[src/inc/ioc_defs.svh]
// Register offsets, field positions, codes and reset values of the I/O command block.
// Assumes 8-bit byte addresses on the register port and 16-bit signed references.
`ifndef IOC_DEFS_SVH
`define IOC_DEFS_SVH

// Register offsets
`define IOC_ADDR_CMD_CFG 8'h00
`define IOC_ADDR_SPD_CFG 8'h04
`define IOC_ADDR_TRQ_CFG 8'h08
`define IOC_ADDR_STATUS 8'h0c
`define IOC_ADDR_SPD_REF 8'h10
`define IOC_ADDR_TRQ_REF 8'h14

// Command configuration fields
`define IOC_F_START_SEL 3:0
`define IOC_F_REV_SEL 7:4
`define IOC_F_RST_SEL 11:8
`define IOC_F_TOG_SEL 15:12
`define IOC_F_START_MODE 17:16

// Combiner configuration fields
`define IOC_F_SRC1 2:0
`define IOC_F_SRC2 6:4
`define IOC_F_LOGIC 11:8
`define IOC_F_TRQ_LOGIC 10:8

// Status fields
`define IOC_B_START 0
`define IOC_B_REV 1
`define IOC_B_FRST 2
`define IOC_B_TOG 3
`define IOC_F_DI 15:8

// Start modes
`define IOC_MODE_LEVEL 2'h0
`define IOC_MODE_EDGE 2'h1
`define IOC_MODE_PULSE 2'h2

// Source codes
`define IOC_SRC_NONE 3'h0
`define IOC_SRC_FIELDBUS 3'h2
`define IOC_SRC_IO1 3'h3
`define IOC_SRC_IO2 3'h4
`define IOC_SRC_PRESET 3'h5

// Combination codes
`define IOC_LOGIC_SRC1 4'h0
`define IOC_LOGIC_SRC2 4'h1
`define IOC_LOGIC_SUM 4'h2
`define IOC_LOGIC_SUB 4'h3
`define IOC_LOGIC_DIV 4'h4
`define IOC_LOGIC_MUL 4'h5
`define IOC_LOGIC_MAX 4'h6
`define IOC_LOGIC_MIN 4'h7
`define IOC_LOGIC_TOGGLE 4'h8

// Widths and limits
`define IOC_DI_W 8
`define IOC_REF_MAX 32'sh00007fff
`define IOC_REF_MIN 32'shffff8000

// Reset values
`define IOC_RST_START_MODE `IOC_MODE_LEVEL
`define IOC_RST_DI_SEL 4'h0
`define IOC_RST_SRC1 `IOC_SRC_IO1
`define IOC_RST_SRC2 `IOC_SRC_NONE
`define IOC_RST_LOGIC `IOC_LOGIC_SRC1

`endif

[src/inc/ioc_pkg.sv]
// Types and shared helpers of the I/O command block.
// Assumes ioc_defs.svh is on the include path.
`include "ioc_defs.svh"

package ioc_pkg;

	typedef logic signed [15:0] ioc_ref_t;

	typedef struct packed {
		ioc_ref_t fieldbus;
		ioc_ref_t io_ref1;
		ioc_ref_t io_ref2;
		ioc_ref_t preset;
	} ioc_refs_t;

	typedef struct packed {
		logic [3:0] logic_code;
		logic [2:0] src2;
		logic [2:0] src1;
	} ioc_comb_cfg_t;

	typedef enum logic {IOC_STOPPED, IOC_RUNNING} ioc_run_t;

	// Clamp a wide result into the reference range
	function automatic ioc_ref_t ioc_sat(input logic signed [31:0] v);
		ioc_ref_t r;
		r = v[15:0];
		if (v > `IOC_REF_MAX) begin
			r = ioc_ref_t'(`IOC_REF_MAX);
		end else if (v < `IOC_REF_MIN) begin
			r = ioc_ref_t'(`IOC_REF_MIN);
		end
		return r;
	endfunction : ioc_sat

	// Pick one digital input; zero selects nothing
	function automatic logic ioc_di_pick(input logic [`IOC_DI_W-1:0] di, input logic [3:0] sel);
		logic r;
		r = 1'b0;
		if (sel != 4'h0 && sel <= 4'(`IOC_DI_W)) begin
			r = di[3'(sel - 4'h1)];
		end
		return r;
	endfunction : ioc_di_pick

endpackage : ioc_pkg

[src/verilog/ioc_ref_comb.sv]
// Reference combiner: two selected sources joined into one registered reference.
// Assumes synchronous reference inputs and configuration held in the parent.
`timescale 1ns/10ps
`include "ioc_defs.svh"

module ioc_ref_comb #(
	parameter bit HAS_TOGGLE = 1'b0
) (
	// Clock and reset
	input wire logic clock_i,
	input wire logic rst_b_i,
	// Sources and setup
	input ioc_pkg::ioc_refs_t refs_i,
	input ioc_pkg::ioc_comb_cfg_t cfg_i,
	input wire logic toggle_i,
	// Result
	output ioc_pkg::ioc_ref_t ref_o
);
	import ioc_pkg::*;

	ioc_ref_t src_a, src_b, ref_d, ref_q;
	logic signed [31:0] prod;
	logic signed [16:0] quo;

	function automatic ioc_ref_t pick_src(input ioc_refs_t refs, input logic [2:0] sel);
		ioc_ref_t r;
		r = '0;
		case (sel)
			`IOC_SRC_FIELDBUS: r = refs.fieldbus;
			`IOC_SRC_IO1: r = refs.io_ref1;
			`IOC_SRC_IO2: r = refs.io_ref2;
			`IOC_SRC_PRESET: r = refs.preset;
			default: r = '0;
		endcase
		return r;
	endfunction : pick_src

	always_comb begin
		src_a = pick_src(refs_i, cfg_i.src1);
		src_b = pick_src(refs_i, cfg_i.src2);
		prod = src_a * src_b;
		// Signed zero keeps the whole divide signed
		quo = (src_b == '0) ? 17'sd0 : 17'(src_a) / 17'(src_b);
		case (cfg_i.logic_code)
			`IOC_LOGIC_SRC1: ref_d = src_a;
			`IOC_LOGIC_SRC2: ref_d = src_b;
			`IOC_LOGIC_SUM: ref_d = ioc_sat(32'(src_a) + 32'(src_b));
			`IOC_LOGIC_SUB: ref_d = ioc_sat(32'(src_a) - 32'(src_b));
			`IOC_LOGIC_DIV: ref_d = ioc_sat(32'(quo));
			`IOC_LOGIC_MUL: ref_d = ioc_sat(prod);
			`IOC_LOGIC_MAX: ref_d = (src_a > src_b) ? src_a : src_b;
			`IOC_LOGIC_MIN: ref_d = (src_a < src_b) ? src_a : src_b;
			`IOC_LOGIC_TOGGLE: ref_d = (HAS_TOGGLE && toggle_i) ? src_b : src_a;
			default: ref_d = src_a;
		endcase
	end

	always_ff @(posedge clock_i or negedge rst_b_i) begin
		if (!rst_b_i) begin
			ref_q <= '0;
		end else begin
			ref_q <= ref_d;
		end
	end

	assign ref_o = ref_q;
endmodule : ioc_ref_comb

[src/verilog/ioc_cmd_ref.sv]
// I/O command and reference selection top: start modes, reverse, fault reset,
// and the speed and torque reference combiners behind a plain register port.
// Assumes digital inputs and stop command synchronous to clock_i.
//
// What this block does
// Mode 0: start follows input level exactly
// Mode 1: edge latch, stop ignored while input true
// Mode 2: edge latch, stop always clears
// Start mode resets to level-held start
// Reverse only inverts reference, never starts
// Each reference built from two selected sources
// Source codes: none, fieldbus, ref1, ref2, preset
// Codes 0 and 1 pass one source
// Codes 2-5: sum, difference, quotient, product
// Code 6 maximum, code 7 minimum
// Speed combiner alone accepts toggle code 8
// Toggle low passes source one, high two
// Torque codes 0-7 only; defaults source one
// Fault reset from one selected digital input
// Division by zero source gives zero
// Start edge compares input with previous cycle
`timescale 1ns/10ps
`include "ioc_defs.svh"

module ioc_cmd_ref (
	// Clock and reset
	input wire logic clock_i,
	input wire logic rst_b_i,
	// Register port
	input wire logic [7:0] addr_i,
	input wire logic [31:0] wdata_i,
	input wire logic we_i,
	input wire logic re_i,
	output logic [31:0] rdata_o,
	// Drive inputs
	input wire logic [`IOC_DI_W-1:0] di_i,
	input wire logic stop_cmd_i,
	input ioc_pkg::ioc_refs_t refs_i,
	// Commands and references
	output logic start_cmd_o,
	output logic reverse_o,
	output logic fault_reset_o,
	output ioc_pkg::ioc_ref_t speed_ref_o,
	output ioc_pkg::ioc_ref_t torque_ref_o
);
	import ioc_pkg::*;

	// Configuration state
	logic [1:0] start_mode_q, start_mode_d;
	logic [3:0] start_sel_q, start_sel_d;
	logic [3:0] rev_sel_q, rev_sel_d;
	logic [3:0] rst_sel_q, rst_sel_d;
	logic [3:0] tog_sel_q, tog_sel_d;
	ioc_comb_cfg_t spd_cfg_q, spd_cfg_d;
	ioc_comb_cfg_t trq_cfg_q, trq_cfg_d;

	// Input and command state
	logic [`IOC_DI_W-1:0] di_q, di_d;
	logic start_prev_q, start_prev_d;
	ioc_run_t run_q, run_d;
	logic rev_q, rev_d;
	logic frst_q, frst_d;
	logic start_in, start_rise, rev_in, frst_in, tog_in;

	// Reference state
	ioc_ref_t spd_raw, trq_raw;
	ioc_ref_t speed_ref_q, speed_ref_d;
	ioc_ref_t torque_ref_q, torque_ref_d;

	// Read data
	logic [31:0] rdata_q, rdata_d;

	// Configuration writes
	always_comb begin
		start_mode_d = start_mode_q;
		start_sel_d = start_sel_q;
		rev_sel_d = rev_sel_q;
		rst_sel_d = rst_sel_q;
		tog_sel_d = tog_sel_q;
		spd_cfg_d = spd_cfg_q;
		trq_cfg_d = trq_cfg_q;
		if (we_i) begin
			case (addr_i)
				`IOC_ADDR_CMD_CFG: begin
					start_sel_d = wdata_i[`IOC_F_START_SEL];
					rev_sel_d = wdata_i[`IOC_F_REV_SEL];
					rst_sel_d = wdata_i[`IOC_F_RST_SEL];
					tog_sel_d = wdata_i[`IOC_F_TOG_SEL];
					start_mode_d = wdata_i[`IOC_F_START_MODE];
				end
				`IOC_ADDR_SPD_CFG: begin
					spd_cfg_d.src1 = wdata_i[`IOC_F_SRC1];
					spd_cfg_d.src2 = wdata_i[`IOC_F_SRC2];
					spd_cfg_d.logic_code = wdata_i[`IOC_F_LOGIC];
				end
				`IOC_ADDR_TRQ_CFG: begin
					trq_cfg_d.src1 = wdata_i[`IOC_F_SRC1];
					trq_cfg_d.src2 = wdata_i[`IOC_F_SRC2];
					trq_cfg_d.logic_code = {1'b0, wdata_i[`IOC_F_TRQ_LOGIC]};
				end
				default: begin
				end
			endcase
		end
	end

	always_ff @(posedge clock_i or negedge rst_b_i) begin
		if (!rst_b_i) begin
			start_mode_q <= `IOC_RST_START_MODE;
			start_sel_q <= `IOC_RST_DI_SEL;
			rev_sel_q <= `IOC_RST_DI_SEL;
			rst_sel_q <= `IOC_RST_DI_SEL;
			tog_sel_q <= `IOC_RST_DI_SEL;
			spd_cfg_q <= '{logic_code: `IOC_RST_LOGIC, src2: `IOC_RST_SRC2, src1: `IOC_RST_SRC1};
			trq_cfg_q <= '{logic_code: `IOC_RST_LOGIC, src2: `IOC_RST_SRC2, src1: `IOC_RST_SRC1};
		end else begin
			start_mode_q <= start_mode_d;
			start_sel_q <= start_sel_d;
			rev_sel_q <= rev_sel_d;
			rst_sel_q <= rst_sel_d;
			tog_sel_q <= tog_sel_d;
			spd_cfg_q <= spd_cfg_d;
			trq_cfg_q <= trq_cfg_d;
		end
	end

	// Start, reverse and fault reset commands
	always_comb begin
		di_d = di_i;
		start_in = ioc_di_pick(di_q, start_sel_q);
		rev_in = ioc_di_pick(di_q, rev_sel_q);
		frst_in = ioc_di_pick(di_q, rst_sel_q);
		tog_in = ioc_di_pick(di_q, tog_sel_q);
		start_prev_d = start_in;
		start_rise = start_in & ~start_prev_q;
		rev_d = rev_in;
		frst_d = frst_in;
		run_d = run_q;
		unique case (start_mode_q)
			`IOC_MODE_LEVEL: begin
				run_d = start_in ? IOC_RUNNING : IOC_STOPPED;
			end
			`IOC_MODE_EDGE: begin
				if (start_rise) begin
					run_d = IOC_RUNNING;
				end else if (stop_cmd_i && !start_in) begin
					run_d = IOC_STOPPED;
				end
			end
			`IOC_MODE_PULSE: begin
				if (stop_cmd_i) begin
					run_d = IOC_STOPPED;
				end else if (start_rise) begin
					run_d = IOC_RUNNING;
				end
			end
			default: begin
				run_d = start_in ? IOC_RUNNING : IOC_STOPPED;
			end
		endcase
	end

	always_ff @(posedge clock_i or negedge rst_b_i) begin
		if (!rst_b_i) begin
			di_q <= '0;
			start_prev_q <= 1'b0;
			run_q <= IOC_STOPPED;
			rev_q <= 1'b0;
			frst_q <= 1'b0;
		end else begin
			di_q <= di_d;
			start_prev_q <= start_prev_d;
			run_q <= run_d;
			rev_q <= rev_d;
			frst_q <= frst_d;
		end
	end

	assign start_cmd_o = (run_q == IOC_RUNNING);
	assign reverse_o = rev_q;
	assign fault_reset_o = frst_q;

	// Reference combiners
	ioc_ref_comb #(
		.HAS_TOGGLE(1'b1)
	) u_speed_comb (
		.clock_i(clock_i),
		.rst_b_i(rst_b_i),
		.refs_i(refs_i),
		.cfg_i(spd_cfg_q),
		.toggle_i(tog_in),
		.ref_o(spd_raw)
	);

	ioc_ref_comb #(
		.HAS_TOGGLE(1'b0)
	) u_torque_comb (
		.clock_i(clock_i),
		.rst_b_i(rst_b_i),
		.refs_i(refs_i),
		.cfg_i(trq_cfg_q),
		.toggle_i(1'b0),
		.ref_o(trq_raw)
	);

	// Reverse turns the speed reference round and does nothing else
	always_comb begin
		speed_ref_d = rev_in ? ioc_sat(-32'(spd_raw)) : spd_raw;
		torque_ref_d = trq_raw;
	end

	always_ff @(posedge clock_i or negedge rst_b_i) begin
		if (!rst_b_i) begin
			speed_ref_q <= '0;
			torque_ref_q <= '0;
		end else begin
			speed_ref_q <= speed_ref_d;
			torque_ref_q <= torque_ref_d;
		end
	end

	assign speed_ref_o = speed_ref_q;
	assign torque_ref_o = torque_ref_q;

	// Register reads
	always_comb begin
		rdata_d = '0;
		if (re_i) begin
			case (addr_i)
				`IOC_ADDR_CMD_CFG: begin
					rdata_d[`IOC_F_START_SEL] = start_sel_q;
					rdata_d[`IOC_F_REV_SEL] = rev_sel_q;
					rdata_d[`IOC_F_RST_SEL] = rst_sel_q;
					rdata_d[`IOC_F_TOG_SEL] = tog_sel_q;
					rdata_d[`IOC_F_START_MODE] = start_mode_q;
				end
				`IOC_ADDR_SPD_CFG: begin
					rdata_d[`IOC_F_SRC1] = spd_cfg_q.src1;
					rdata_d[`IOC_F_SRC2] = spd_cfg_q.src2;
					rdata_d[`IOC_F_LOGIC] = spd_cfg_q.logic_code;
				end
				`IOC_ADDR_TRQ_CFG: begin
					rdata_d[`IOC_F_SRC1] = trq_cfg_q.src1;
					rdata_d[`IOC_F_SRC2] = trq_cfg_q.src2;
					rdata_d[`IOC_F_TRQ_LOGIC] = trq_cfg_q.logic_code[2:0];
				end
				`IOC_ADDR_STATUS: begin
					rdata_d[`IOC_B_START] = start_cmd_o;
					rdata_d[`IOC_B_REV] = rev_q;
					rdata_d[`IOC_B_FRST] = frst_q;
					rdata_d[`IOC_B_TOG] = tog_in;
					rdata_d[`IOC_F_DI] = di_q;
				end
				`IOC_ADDR_SPD_REF: begin
					rdata_d[15:0] = speed_ref_q;
				end
				`IOC_ADDR_TRQ_REF: begin
					rdata_d[15:0] = torque_ref_q;
				end
				default: begin
					rdata_d = '0;
				end
			endcase
		end
	end

	always_ff @(posedge clock_i or negedge rst_b_i) begin
		if (!rst_b_i) begin
			rdata_q <= '0;
		end else begin
			rdata_q <= rdata_d;
		end
	end

	assign rdata_o = rdata_q;

	logic cfg_wr;
	assign cfg_wr = we_i && (addr_i == `IOC_ADDR_CMD_CFG);
endmodule : ioc_cmd_ref

[config.mk]
export PLATFORM = sky130hd
export DESIGN_NAME = ioc_cmd_ref
export DESIGN_NICKNAME = d
export VERILOG_FILES = /design/src/inc/ioc_pkg.sv /design/src/verilog/ioc_ref_comb.sv /design/src/verilog/ioc_cmd_ref.sv
export VERILOG_INCLUDE_DIRS = /design/src /design/src/inc
export SDC_FILE = /design/constraint.sdc
export NUM_CORES = 2
export LEC_CHECK = 0
export BUFFER_PORTS_ARGS = -buffer_cell sky130_fd_sc_hd__buf_2
export CAP_MARGIN = 20
export CORE_MARGIN = 4
export CORE_UTILIZATION = 40
export DETAILED_ROUTE_END_ITERATION = 8
export PLACE_DENSITY_LB_ADDON = 0.08
export SYNTH_ARGS = -nofsm -noshare
export SYNTH_HDL_FRONTEND = slang
export SYNTH_SLANG_ARGS = --single-unit
export TNS_END_PERCENT = 30
[constraint.sdc]
create_clock -name clock_i -period 39.9 [get_ports clock_i]
set_clock_uncertainty 0.15 [all_clocks]
set_input_delay 9.975 -clock clock_i [delete_from_list [all_inputs] [get_ports clock_i]]
set_output_delay 9.975 -clock clock_i [all_outputs]
set_load 0.01 [all_outputs]
# Word level (Yosys, flattened, before mapping)
# Cells that the tools add are included.
# classes
div	2
n_mul	2
muxes	59
n_addsub	9
n_lt_le_gt_ge	30
n_reduce_logical	17
bitwise_logic	2
n_eq_ne	40
# op_table
operator	n
two-way mux 16 bit	24
case mux 16 bit (4 select lines)	4
greater-than comparator 32 x 16 -> 1 bit, second input constant	7
< comparator 32 x 16 -> 1 bit, second input constant	7
case mux 16 bit (8 select lines)	1
case mux 16 bit (7 select lines)	1
multiplier 16 x 16 -> 32 bit	2
equality test 3 bit, second input constant	12
case mux 3 bit (6 select lines)	2
adder 16 x 16 -> 17 bit	2
divider 17 x 17 -> 17 bit	2
greater-than comparator 17 x 16 -> 1 bit, second input constant	2
< comparator 17 x 16 -> 1 bit, second input constant	2
two-way mux 17 bit	2
subtractor 16 x 16 -> 17 bit	2
greater-than comparator 16 bit	2
logical NOT 16 bit	2
< comparator 16 bit	2
negation 16 -> 32 bit	1
equality test 3 x 2 -> 1 bit, second input constant	10
two-way mux 18 bit	1
equality test 4 x 3 -> 1 bit, second input constant	4
equality test 8 x 4 -> 1 bit, second input constant	2
equality test 8 x 5 -> 1 bit, second input constant	2
other kinds (27)	63
# word_totals
wordCells	182
register_bits	145

# Logic depth before layout (Yosys ltp)
# logic_depth
depth_word	9
mapped_depth	186
ltp_nobuf	170

# Cells and area by module
# Synthesis repeated with hierarchy kept, for this count alone.
# hier_totals
cells_unflattened	6280
area_unflattened_um2	50244.4
# modules_own_cells
mod	area_each_um2	cells_per_inst	n_inst
ioc_ref_comb (u_speed_comb)	22978.3	2982	1
ioc_ref_comb (u_torque_comb)	22347.7	2884	1
ioc_cmd_ref	4918.5	414	1

# Worst setup path before layout
# OpenSTA, ideal clock, no wires.
# synth_timing
path_type	input to register
start	input refs_i[0] (netlist bit)
end	register u_torque_comb.ref_q[6], in the netlist u_torque_comb.ref_o[6]
path_slack_ps	-7537
setup_time_ps	86
required_ps	39664
cell_stages	168
t_arrival_ps	47201
cell_sequence	mux2i_1 > o22ai_1 > inv_1 > clkbuf_1 > ha_1 > inv_1 > nor3_1 > a31oi_1 > xnor2_1 > o211a_1 > nand3_2 > nor4_4 > and2_1 > ha_1 > o21ai_1 > a2111oi_4 > mux2_2 > ha_1 > (+132 left out) > a21o_1 > ha_1 > a21o_1 > a21oi_1 > o211ai_1 > a31oi_1 > o21ai_0 > inv_1 > ha_1 > nand2_1 > or3_1 > o41ai_2 > xor2_1 > nor3_1 > nor3_1 > buf_2 > o21ai_0 > a32oi_1
# synth_via
elab_chain_len	7
word_cells_on_any_way	29
# synth_lines
element	line	source
from (decl)	ioc_cmd_ref.sv:38	input ioc_pkg::ioc_refs_t refs_i,
case mux 16 bit (4 select lines)	ioc_ref_comb.sv:28	case (sel)
divider 17 x 17 -> 17 bit / logical NOT 16 bit (equally long branches)	ioc_ref_comb.sv:43	quo = (src_b == '0) ? 17'sd0 : 17'(src_a) / 17'(src_b);
two-way mux 17 bit	ioc_ref_comb.sv:43	
< comparator 17 x 16 -> 1 bit (no line)	--	
two-way mux 16 bit	ioc_pkg.sv:30	end else if (v < `IOC_REF_MIN) begin
two-way mux 16 bit	ioc_pkg.sv:28	if (v > `IOC_REF_MAX) begin
case mux 16 bit (7 select lines) (*)	ioc_ref_comb.sv:44	case (cfg_i.logic_code)
net u_torque_comb.ref_d[6]	ioc_ref_comb.sv:21	ioc_ref_t src_a, src_b, ref_d, ref_q;
to (signal assigned)	ioc_ref_comb.sv:62	ref_q <= ref_d;
to (decl)	ioc_ref_comb.sv:21	
# Mark *: on every way through the listed nets, which the timed path passes. The rest lies on a longest branch.
# A chain may end at the register's enable or synchronous reset.

# Worst setup path after layout
# layout_timing
start	input refs_i[39] (netlist bit)
end	register u_torque_comb.ref_q[4], in the netlist u_torque_comb.ref_o[4]
# Same word-level chain as after synthesis.

==> impl_metrics.tcl <==
set metrics [dict create \
    rsz0062_at_grt "yes" \
    syn_inst 6109 \
    synth_top_family_by_area "adder cells" \
    drt_wl_total_um 205000 \
    synth_xor_area_share_pct 5.59 \
    area_delta_synth_final_pct 31.1 \
    ys_async_sr_fraction_pct 100 \
    setup_viol 32 \
    cp-startpoint "refs_i[39]" \
    grtUsageTotal_pct 30.7 \
    r2r-start "trq_cfg_q[3]" \
    status "complete, but fails checks" \
    rr_endpoint "u_torque_comb.ref_o[4]" \
    synthMuxAreaShare_pct 6.18 \
    synth-main-ff-cell "dfrtp_1" \
    yosysWarnings 0 \
    grt_first_pass_wirelength_um 309000 \
    dp_hpwl_um 167000 \
    worstPathArrival_ps 42680 \
    vias_per_cell 5.65 \
    portBuffers 155 \
    die_h_um 360 \
    required_ps 40040 \
    synthSimpleGateAreaFrac_pct 17.3 \
    holdWs_ps 199 \
    fin_ws_ps -2640 \
    drv_cap 0 \
    criticalPathCategory "input port to flip-flop" \
    violations "setup timing" \
    clkTransAtPathRegs_ps 60 \
    num_vias 51000 \
    synth.most_common_cell "inv_1" \
    layout_min_cycle_time_ps 42540 \
    grt_max_degree 75 \
    final_nets 8584 \
    die_area_um2 129000 \
    cts_buffers 17 \
    drt_iter0_drc 3976 \
    ant_nets 0 \
    hold_viol 0 \
    cp-end-kind "flip-flop" \
    gp_congestion 1.03 \
    fmax_mhz 23.5 \
    core_um2 122000 \
    nFillCells 11800 \
    crit_end "u_torque_comb.ref_o[4]" \
    overflow 0 \
    die_x_um 360 \
    ioPinCount 184 \
    std_cell_rows 128 \
    antenna_found_initial 21 \
    clock_latency_ps 420 \
    synth_largest_area_cell "fa_1" \
    wl_per_cell_um 22.7 \
    h-tree-depth 4 \
    path_common_cell "o21a_1" \
    r2r_slack_ps 5780 \
    tritoncts "built" \
    hp-class "flip-flop to flip-flop" \
    avgSynthCellArea_um2 8.09 \
    numClockSinks 131 \
    ff2ff_path_depth 174 \
    synth_seq_area_share_pct 6.64 \
    drc 0 \
    cts.path.max_buffers 2 \
    synth_fa_ha_area_share_pct 35.5 \
    grt_pass1_vias 51300 \
    drtPass1Iterations 7 \
    synthTopCellsByArea "fa_1, ha_1, dfrtp_1" \
    synth_edf_count 0 \
    crit_fanout 8 \
    yosysUniqueCellTypes 124 \
    start_util_pct 40.4 \
    slowest_delay_ps 610 \
    cp-start-kind "input port" \
    synth_common_cells "inv_1, nand2_1, nor2_1, ha_1, fa_1" \
    slowest_stage "or4_4" \
    period_share_pct 107 \
    syn_area_um2 49400 \
    drv_slew 0 \
    root_buffer "clkbuf_16" \
    worst_pin_slew_ps 1100 \
    drive_above_1_share_pct 28.8 \
    synth.top_cell.area_share_pct 21.4 \
    slew_headroom_pct 26.8 \
    synth_compound_area_share_pct 20.9 \
    ys_ff_latch 131 \
]
==> stage by stage <==
| step | cell area [um^2] | util, % | setup TNS (ps) | instances | setup slack, ps |
|---|---|---|---|---|---|
| 3_5_place_dp | 61300 | 50.2 | -140090 | 8864 | -4760 |
| 2_1_floorplan | 50500 | - | -81290 | 6125 | -2620 |
| 3_3_place_gp | 61300 | 50.2 | -132260 | 8864 | -4510 |
| 4_1_cts | 63300 | 51.8 | -74480 | 8969 | -2830 |
| 5_1_grt | 64800 | 53.0 | -123760 | 9024 | -4130 |
| 6_report | 64800 | 53.0 | -71680 | 9035 | -2640 |
==> area by class of cell <==
cell class                 instances  area, um^2  area share (%)
multi-input combinational       5017       45000            69.4
timing repair buffer            1501       11200            17.3
sequential                       131        3290            5.07
inverter                         715        2690            4.15
tap                             1625        2030            3.14
clock buffer                      18         429           0.662
clock inverter                    14         180           0.278
antenna                           14        35.0          0.0541
==> cells in the final DEF (no fill, tap or decap), types with 87 or more instances in the layout <==
master	count
xor2_1	87
a21o_1	121
mux2i_1	137
o21ai_0	225
fa_1	528
ha_1	512
buf_2	146
xnor2_1	209
o21a_1	123
buf_4	1314
nand2_1	594
nor2_1	561
inv_1	678
nor3_1	133
a21oi_1	248
dfrtp_1	125
==> sequential cells by signal (all words and copies together) (netlist names), 2 cells and up <==
signal,count
start_mode_q,2
di_q,8
speed_ref_o,16
rdata_o,18
rev_sel_q,4
rst_sel_q,4
torque_ref_o,16
u_speed_comb.ref_o,16
u_torque_comb.ref_o,16
spd_cfg_q,10
start_sel_q,4
tog_sel_q,4
trq_cfg_q,9
==> critical path: cells and delay by family <==
family | cells | cell delay [ps]
AOI/OAI and AO/OA | 74 | 13520
buffers and inverters | 32 | 4390
and+or+nand+nor | 38 | 6920
xor gates and xnor gates | 3 | 490
adders and majority gates | 17 | 4080
muxes | 12 | 3180
==> what timing repair did <==
item	CTS	global route
setup buffers	70	52
cloned	3	1
hold buffers	0	0
pin swaps	107	149
gates resized for setup	168	205
endpoints found under the hold margin	0	0
setup endpoints to repair	32	32
==> logic make-up (layout without fill, tap and decap cells) <==
family / count (synthesis) / in the layout
simple gates: 1855 / 1855
compound gates: 1471 / 1471
fa+ha+maj: 1084 / 1084
buf+inv: 977 / 2248
xor+xnor: 314 / 314
mux: 275 / 275
flops: 131 / 131
other cells: 2 / 32
==> worst min-delay path by stage <==
stage	start	to	slack [ps]	depth (start not counted)
after floorplan	u_torque_comb.ref_o[0]	torque_ref_o[0]	180	0
after global placement	u_torque_comb.ref_o[12]	torque_ref_o[12]	180	0
after detailed placement	u_torque_comb.ref_o[13]	torque_ref_o[13]	190	0
after CTS	u_torque_comb.ref_o[13]	torque_ref_o[13]	200	0
after global routing	u_torque_comb.ref_o[11]	torque_ref_o[11]	210	0
final	u_torque_comb.ref_o[13]	torque_ref_o[13]	200	0
==> metal layers <==
metal  GRT usage [%]  vias up  part of all wire, %  wire length, um
li1                -    23800                    -                -
met1            39.3    25100                   41            84500
met2            51.3     1692                   46            95100
met3            6.35      385                  7.8            16000
met4            11.5        8                  4.6             9380
met5               0        -                0.027               55
Power is not shown: default switching activity piles up to over one toggle a cycle in this logic, so the estimate is an artifact.
